===== src/design/pwr_sfr_pkg.sv =====
// package for the power status and wake interrupt enable register bank
// assumes an 8-bit special function register bus clocked by the core clock
package pwr_sfr_pkg;

    // register addresses on the special function bus
    localparam logic [7:0] ADDR_POWER_IRQ_ENABLE  = 8'hEC;
    localparam logic [7:0] ADDR_PERIPHERAL_CONFIG = 8'hF4;
    localparam logic [7:0] ADDR_ADC_START_REGISTER = 8'hD8;

    // peripheral_config bit positions
    localparam int POS_UART2_WAKE   = 7;
    localparam int POS_SUPPLY_SRC   = 6;
    localparam int POS_MAIN_READY   = 5;
    localparam int POS_PLL_LOST     = 4;
    localparam int POS_REF_ENABLE   = 3;
    localparam int POS_RSVD_PERIPHERAL_CONFIG  = 2;
    localparam int POS_RXFUNC_HI    = 1;
    localparam int POS_RXFUNC_LO    = 0;

    // adc_start_register acknowledge bit
    localparam int POS_PLL_ACK      = 7;

    // power_irq_enable bit positions
    localparam int POS_EN_RESTORE   = 7;
    localparam int POS_EN_DIP       = 5;
    localparam int POS_EN_RSVD      = 4;
    localparam int POS_EN_DCIN_ADC  = 3;
    localparam int POS_EN_BATTERY   = 2;
    localparam int POS_EN_SWITCH    = 1;
    localparam int POS_EN_DCIN_LOW  = 0;

    // flag register bit of the power-management interrupt flag
    localparam int POS_POWER_IRQ_FLAG = 6;

    // writable enable bit mask and interrupt source flag mask
    localparam logic [7:0] MASK_ENABLE_WR = 8'hAF;
    localparam logic [7:0] MASK_FLAGS     = 8'hAF;

    // reset values
    localparam logic [7:0] RST_ENABLE     = 8'h00;
    localparam logic [1:0] RST_RXFUNC     = 2'h0;
    localparam logic       RST_SUPPLY_SRC = 1'b1;
    localparam logic       RST_MAIN_READY = 1'b1;
    localparam logic [7:0] RST_DATA       = 8'h00;

    // receive pin function codes
    typedef enum logic [1:0] {
        RXF_GPIO      = 2'h0,
        RXF_UART_NOWK = 2'h1,
        RXF_RSVD      = 2'h2,
        RXF_UART_WAKE = 2'h3
    } rx_func_t;

    // special function bus request
    typedef struct packed {
        logic       wr;
        logic       rd;
        logic [7:0] addr;
        logic [7:0] wdata;
    } sfr_req_t;

    // power monitor inputs from the analog side
    typedef struct packed {
        logic sup_from_main;
        logic main_ready;
        logic pll_unlock;
        logic rx_edge;
        logic deep_sleep;
    } pwr_mon_t;

endpackage


===== src/design/sticky_flag.sv =====
// single sticky status flag: set by hardware, cleared by a qualified pulse
// assumes set and clear are synchronous one-cycle strobes
`timescale 1ns/10ps
module sticky_flag (
    input  wire logic i_sys_clk,   // core clock
    input  wire logic i_sys_rst,   // synchronous reset, active high
    input  wire logic i_set,       // hardware event
    input  wire logic i_clr,       // software acknowledge
    output logic      o_flag       // sticky flag
);
    logic flag_reg;   // stored flag
    logic flag_next;  // next flag

    // set beats clear in the same cycle
    always_comb begin
        flag_next = flag_reg;
        if (i_clr) begin
            flag_next = 1'b0;
        end
        if (i_set) begin
            flag_next = 1'b1;
        end
    end

    // register stage
    always_ff @(posedge i_sys_clk) begin
        if (i_sys_rst) begin
            flag_reg <= 1'b0;
        end else begin
            flag_reg <= flag_next;
        end
    end

    assign o_flag = flag_reg;
endmodule // sticky_flag


===== src/design/power_status_wake_irq_enable.sv =====
// power status, wake source and power interrupt enable register bank
// assumes a synchronous single-cycle special function bus, read data
// registered one cycle after the read strobe, monitor inputs synchronous
`timescale 1ns/10ps
module power_status_wake_irq_enable (
    input  wire logic                  i_sys_clk,        // core clock 250 MHz
    input  wire logic                  i_sys_rst,        // sync reset, high
    input  wire pwr_sfr_pkg::sfr_req_t i_sfr,            // bus request
    input  wire pwr_sfr_pkg::pwr_mon_t i_mon,            // power monitors
    input  wire logic [7:0]            i_flags,          // flag register
    output logic [7:0]                 o_rdata,          // read data
    output logic                       o_rvalid,         // read data valid
    output logic                       o_power_irq,      // interrupt request
    output logic                       o_power_irq_flag, // flag set strobe
    output logic                       o_restore_set,    // restore flag set
    output logic                       o_ref_keep_on,    // reference in sleep
    output logic                       o_rx_uart_sel,    // pin is uart rx
    output logic                       o_rx_wake_en      // rx wake enabled
);
    import pwr_sfr_pkg::*;

    // register state
    logic [7:0] enable_reg;      // power_irq_enable
    logic [7:0] enable_next;
    logic       ref_en_reg;      // lowpower_reference_enable
    logic       ref_en_next;
    logic [1:0] rxfunc_reg;      // receive_pin_function
    logic [1:0] rxfunc_next;
    logic       src_reg;         // supply_source_indicator
    logic       src_next;
    logic       ready_reg;       // main ready mirror
    logic       ready_next;
    logic [7:0] rdata_reg;       // read data
    logic [7:0] rdata_next;
    logic       rvalid_reg;
    logic       rvalid_next;
    logic       irq_reg;         // interrupt request
    logic       irq_next;
    logic       irqf_reg;        // interrupt flag set strobe
    logic       irqf_next;
    logic       restore_reg;     // restore flag set strobe
    logic       restore_next;
    logic       refout_reg;
    logic       refout_next;
    logic       uartsel_reg;
    logic       uartsel_next;
    logic       wake_reg;
    logic       wake_next;
    logic       irq_prev_reg;    // last cycle condition
    logic       irq_prev_next;

    // decoded strobes and sticky flags
    logic       wr_peripheral_config;       // write peripheral_config
    logic       wr_enable;       // write power_irq_enable
    logic       pll_ack;         // acknowledge write
    logic       wake_set;        // uart wake event
    logic       uart_wake;       // uart2_wake_status
    logic       pll_lost;        // pll_lock_lost
    logic       irq_cond;        // any enabled flag
    logic [7:0] peripheral_config_view;     // assembled config value
    rx_func_t   rx_func;         // decoded field

    // one sticky cell per event flag
    sticky_flag u_wake_flag (
        .i_sys_clk (i_sys_clk),
        .i_sys_rst (i_sys_rst),
        .i_set     (wake_set),
        .i_clr     (1'b0),
        .o_flag    (uart_wake)
    );

    sticky_flag u_pll_flag (
        .i_sys_clk (i_sys_clk),
        .i_sys_rst (i_sys_rst),
        .i_set     (i_mon.pll_unlock),
        .i_clr     (pll_ack),
        .o_flag    (pll_lost)
    );

    // bus decode and event qualification
    always_comb begin
        wr_peripheral_config = i_sfr.wr && (i_sfr.addr == ADDR_PERIPHERAL_CONFIG);
        wr_enable = i_sfr.wr && (i_sfr.addr == ADDR_POWER_IRQ_ENABLE);
        pll_ack   = i_sfr.wr && (i_sfr.addr == ADDR_ADC_START_REGISTER)
                    && i_sfr.wdata[POS_PLL_ACK];
        rx_func   = rx_func_t'(rxfunc_reg);
        // wake only counts in deep sleep with wake-enabled receive
        wake_set  = i_mon.rx_edge && i_mon.deep_sleep
                    && (rx_func == RXF_UART_WAKE);
        // each enable gates its own flag
        // for the other enable bits
        irq_cond  = |(enable_reg & i_flags & MASK_FLAGS);
        peripheral_config_view = {uart_wake, src_reg, ready_reg, pll_lost,
                       ref_en_reg, 1'b0, rxfunc_reg};
    end

    // next state of software fields and outputs
    always_comb begin
        enable_next   = enable_reg;
        ref_en_next   = ref_en_reg;
        rxfunc_next   = rxfunc_reg;
        rdata_next    = rdata_reg;
        rvalid_next   = 1'b0;
        // only writable bits are stored, status bits ignored
        if (wr_enable) begin
            enable_next = i_sfr.wdata & MASK_ENABLE_WR;
        end
        if (wr_peripheral_config) begin
            ref_en_next = i_sfr.wdata[POS_REF_ENABLE];
            rxfunc_next = i_sfr.wdata[POS_RXFUNC_HI:POS_RXFUNC_LO];
        end
        // read mux
        if (i_sfr.rd) begin
            rvalid_next = 1'b1;
            unique case (i_sfr.addr)
                ADDR_PERIPHERAL_CONFIG: rdata_next = peripheral_config_view;
                ADDR_POWER_IRQ_ENABLE:  rdata_next = enable_reg;
                default:                rdata_next = RST_DATA;
            endcase
        end
        src_next      = i_mon.sup_from_main;
        ready_next    = i_mon.main_ready;
        // restore on battery to main transition
        restore_next  = i_mon.sup_from_main && !src_reg;
        irq_next      = irq_cond;
        // flag set when the OR of all enabled sources rises, not on each source
        irqf_next     = irq_cond && !irq_prev_reg;
        irq_prev_next = irq_cond;
        refout_next   = ref_en_reg;
        // decode pin function
        unique case (rx_func)
            RXF_GPIO: begin
                uartsel_next = 1'b0;
                wake_next    = 1'b0;
            end
            RXF_UART_NOWK: begin
                uartsel_next = 1'b1;
                wake_next    = 1'b0;
            end
            RXF_UART_WAKE: begin
                uartsel_next = 1'b1;
                wake_next    = 1'b1;
            end
            default: begin
                // undefined code treated as gpio
                uartsel_next = 1'b0;
                wake_next    = 1'b0;
            end
        endcase
    end

    // register stage
    always_ff @(posedge i_sys_clk) begin
        if (i_sys_rst) begin
            enable_reg   <= RST_ENABLE;
            ref_en_reg   <= 1'b0;
            rxfunc_reg   <= RST_RXFUNC;
            src_reg      <= RST_SUPPLY_SRC;
            ready_reg    <= RST_MAIN_READY;
            rdata_reg    <= RST_DATA;
            rvalid_reg   <= 1'b0;
            irq_reg      <= 1'b0;
            irqf_reg     <= 1'b0;
            restore_reg  <= 1'b0;
            refout_reg   <= 1'b0;
            uartsel_reg  <= 1'b0;
            wake_reg     <= 1'b0;
            irq_prev_reg <= 1'b0;
        end else begin
            enable_reg   <= enable_next;
            ref_en_reg   <= ref_en_next;
            rxfunc_reg   <= rxfunc_next;
            src_reg      <= src_next;
            ready_reg    <= ready_next;
            rdata_reg    <= rdata_next;
            rvalid_reg   <= rvalid_next;
            irq_reg      <= irq_next;
            irqf_reg     <= irqf_next;
            restore_reg  <= restore_next;
            refout_reg   <= refout_next;
            uartsel_reg  <= uartsel_next;
            wake_reg     <= wake_next;
            irq_prev_reg <= irq_prev_next;
        end
    end

    // outputs straight from flip-flops
    assign o_rdata          = rdata_reg;
    assign o_rvalid         = rvalid_reg;
    assign o_power_irq      = irq_reg;
    assign o_power_irq_flag = irqf_reg;
    assign o_restore_set    = restore_reg;
    assign o_ref_keep_on    = refout_reg;
    assign o_rx_uart_sel    = uartsel_reg;
    assign o_rx_wake_en     = wake_reg;
endmodule // power_status_wake_irq_enable


===== config.mk =====
export PLATFORM = sky130hd
export DESIGN_NAME = power_status_wake_irq_enable
export DESIGN_NICKNAME = d
export VERILOG_FILES = /design/src/design/pwr_sfr_pkg.sv /design/src/design/sticky_flag.sv /design/src/design/power_status_wake_irq_enable.sv
export SDC_FILE = /design/constraint.sdc
export NUM_CORES = 1
export LEC_CHECK = 0
export BUFFER_PORTS_ARGS = -buffer_cell sky130_fd_sc_hd__buf_4
export CAP_MARGIN = 20
export CORE_MARGIN = 4
export CORE_UTILIZATION = 40
export CTS_CLUSTER_SIZE = 28
export DETAILED_ROUTE_END_ITERATION = 7
export PLACE_DENSITY = 0.69
export SLEW_MARGIN = 15
export SYNTH_ARGS = -nofsm -noshare
export SYNTH_HDL_FRONTEND = slang
export SYNTH_SLANG_ARGS = --single-unit
export TNS_END_PERCENT = 30

===== constraint.sdc =====
create_clock -name i_sys_clk -period 3.03 [get_ports i_sys_clk]
set_clock_uncertainty 0.1 [all_clocks]
set_input_delay 0.606 -clock i_sys_clk [delete_from_list [all_inputs] [get_ports i_sys_clk]]
set_output_delay 0.606 -clock i_sys_clk [all_outputs]
set_load 0.01 [all_outputs]

# After elaboration in Yosys (flattened, before gate mapping)
# Index checks and enable logic that the tools add are counted.
# totals
register_bits	28
input_bits	33
# classes
eq_ne	5
mux	6
bitwise_logic	1
n_reduce_logical	13
# op_table
cell	n
$eq 8x8->1 const B	3
$pmux 8 s2	1
$and 8x8->8	1
$logic_and 1x1->1	8
$reduce_or 6->1	1
$mux 1	5
$eq 2x1->1 const B	1
$eq 2x2->1 const B	1
$logic_not 1->1	2
$reduce_bool 2->1	1
$reduce_or 2->1	1

# Depth between registers and ports, before layout
# depth
word_depth	5
depth_mapped	5

# By module
# Synthesis repeated with hierarchy kept, for this count alone.
# hier_totals
cells_unflattened	122
area_unflattened_um2	1197.4
# modules_own_cells
module	instances	cells_per_inst	area_each_um2
power_status_wake_irq_enable	1	114	1119.8
sticky_flag	2	4	38.8

# Least setup slack after synthesis
# OpenSTA, ideal clock, no wires.
# synth_path
path_type	input port to flip-flop
start	input i_sfr[8] in the netlist's numbering
end	register enable_reg[0]
setup_ns	0.072
arrival_time_ns	1.462
t_required_ns	2.858
setup_slack_ns	1.397
stages	5
n_path_buf	2
path_cell_list	and4bb_1 -> buf_6 -> and4_2 -> buf_6 -> mux2i_1
# synth_via
elab_chain_cells	2
# synth_lines
item	line_no	source
from (decl)	power_status_wake_irq_enable.sv:8	input wire pwr_sfr_pkg::sfr_req_t i_sfr,
$eq 8x8->1	power_status_wake_irq_enable.sv:83	wr_enable = i_sfr.wr && (i_sfr.addr == ADDR_POWER_IRQ_ENABLE);
$logic_and 1x1->1	power_status_wake_irq_enable.sv:83	
to (signal assigned)	power_status_wake_irq_enable.sv:170	enable_reg <= enable_next;
to (decl)	power_status_wake_irq_enable.sv:23	logic [7:0] enable_reg;
# No other way between the ends.
# A chain may end at the register's enable or synchronous reset.

# Worst setup path after layout
# layout_path
start	input i_sfr[8] in the netlist's numbering
end	register enable_reg[5]
# Same word-level chain as after synthesis.

==> metrics.txt <==
placeable core area 0.00273 mm²; dpl hpwl 1850 µm; Syn Inst Count 116; setup violators final 0; status finished, final reports clean; Cell Chain, Critical Path buf_4, and4bb_1, and4_2, mux2i_1; yosys warns 0; vias in the first global route 868; Tcrit/Tclk final 59.4%; pins over their slew limit 0; global-route wire length before repair 3610 µm; die height 61.4 µm; total routed wirelength 2390 µm; post_cts resized 0; Nets 187; Overflow after GRT 0; Critical Path RT 3180 ps; vias after detailed routing 935; HP Start irq_prev_reg; pin count of the biggest net entering global routing 18; worst skew pair latency 310 ps; CP max FO 17; Fin Hold WS 332 ps; CTS sink count 28; Syn-to-layout area delta 26.9%; Min Clock Period, post-route 1800 ps; hold depth 1; syn nets 149; TNS Setup 0 ps; row count 19; CTS Hold Bufs 0; Post-synth EDFFs 0; register area share after synthesis 49.1%; crit path capture type flip-flop; share of layout cells above drive strength 1 33.6%; via/cell ratio 5.11; CTS clk-pin slew, worst paths 140 ps; reg2reg setup slack 1930 ps; antenna-violating nets left 0; setup repair bufs after CTS 0; leakage 0.611 nW; Ports 48; Routed WL per cell 13.0 µm; Final Hold Viols 0; Die Area 0.00377 mm²; post-route DRC violation count 0; CP arrival 1950 ps; number of synthesized register bits 28; FFs w/ async S/R, synth 0%; clock root buffer clkbuf_4; Ant. Diodes 0; gr usage total 12.8%; syn_area_per_cell 9.84 µm²; Critical Setup Path Class input port to flip-flop; Critical-path top delay cell and4bb_1; worst min-delay path category flip-flop to flip-flop; worst reg2reg endpoint u_wake_flag.o_flag; synth unique cells 29; max-cap viol count 0; max frequency 0.556 GHz; CP peak stage delay 620 ps; Worst slew margin 62.8%; Pwr per Cell Area 404 mW/mm²; r2r worst-path depth 3; RSZ-0062 raised after global routing no; TritonCTS clock tree done; VDD IR max 0.000233 V; Crit path buffers/inverters 1; maximum clock path buffer count 2; Die X 61.4 µm; top_reg_cell synth dfxtp_1; drt initial violations 37; worst-margin pin slew 558 ps; CTS Buf Count 3; Mapped Area 0.00114 mm²; RR Startpoint rx_func[0]; antenna violations before repair 0; Placer Congestion 0.729; Starting Density 41.7%; H-tree lvl count 1; crit path launch type input port; CP top delay family simple AND/OR/NAND/NOR gates; number of flip-flops under the largest register name 8; worst hold path endpoint o_power_irq_flag; drt pass-1 iters 4; PortBufs 43
==> metrics by stage <==
step	setup slack (ps)	instances	area (µm²)	utilization, %	power (mW)
final	1230	183	1450	53.0	0.585
after global routing	1150	183	1450	53.0	0.610
after CTS	1220	183	1450	53.0	0.592
after detailed placement	886	180	1430	52.1	0.451
after global placement	923	180	1430	52.1	0.449
after floorplan	1400	116	1140	-	0.413
==> layout make-up <==
| class | count | area, µm² |
|---|---|---|
| Sequential cell | 28 | 561 |
| Timing Repair Buffer | 43 | 323 |
| Clock buffer | 3 | 22.5 |
| Tap cell | 31 | 38.8 |
| Fill cell | 266 | 1290 |
| Inverter | 4 | 15.0 |
| Multi-Input combinational cell | 74 | 488 |
==> Yosys cell counts (all sizes together) (2+ instances only) <==
cell	number	area (µm²)
nand2	14	52.6
a311oi	5	43.8
nand4	4	25.0
and4b	2	21.3
or2	2	12.5
nand2b	3	18.8
buf	7	66.3
inv	4	15.0
clkbuf	3	11.3
dfxtp	28	561
nor2b	3	18.8
nor2	5	18.8
mux2i	9	90.1
a21oi	3	15.0
nand3	10	50.1
a22oi	3	22.5
==> worst reg2reg max path, stage by stage, from the launching register on <==
cell,delay (ps)
dfxtp_1,330
nor2b_1,150
and2_1,170
a32o_1,240
==> cell families after synthesis <==
| family | share of synthesized area [%] |
|---|---|
| flops | 49.1 |
| simple gates | 24.9 |
| compound gates | 9.98 |
| mux | 7.90 |
| buf+inv | 8.11 |
==> power breakdown <==
| part | switching [mW] | internal [mW] |
|---|---|---|
| registers | 0.00343 | 0.375 |
| clock network | 0.0958 | 0.0465 |
| logic | 0.0269 | 0.0370 |
| total | 0.126 | 0.459 |
==> layout by cell type, fill, tap and decap left out, types with 4 or more instances in the layout <==
| cell type | Yosys | routed |
|---|---|---|
| nand4_1 | 4 | 4 |
| buf_4 | 0 | 43 |
| nand3_1 | 10 | 10 |
| nor2_1 | 5 | 5 |
| a311oi_1 | 5 | 5 |
| inv_1 | 4 | 4 |
| dfxtp_1 | 28 | 28 |
| mux2i_1 | 9 | 9 |
| nand2_1 | 14 | 14 |
==> per-layer routing <==
metal	vias to the layer above	wire [µm]	global-route usage, %
li1	484	-	-
met1	416	1040	15.1
met2	31	1140	22.7
met3	4	174	2.73
met4	0	32	4.55
met5	-	0	0
==> worst max path at each step <==
| stage | startpoint | to | slack [ps] | cells past startpoint |
|---|---|---|---|---|
| after floorplan | i_sfr[8] | enable_reg[0] | 1400 | 5 |
| after global placement | i_sfr[8] | enable_reg[7] | 920 | 4 |
| after detailed placement | i_sfr[8] | enable_reg[5] | 890 | 4 |
| after CTS | i_sfr[8] | enable_reg[5] | 1220 | 4 |
| after global routing | i_sfr[8] | enable_reg[5] | 1150 | 4 |
| final | i_sfr[8] | enable_reg[5] | 1230 | 4 |
No activity file was read; power rests on OpenSTA's default activity.
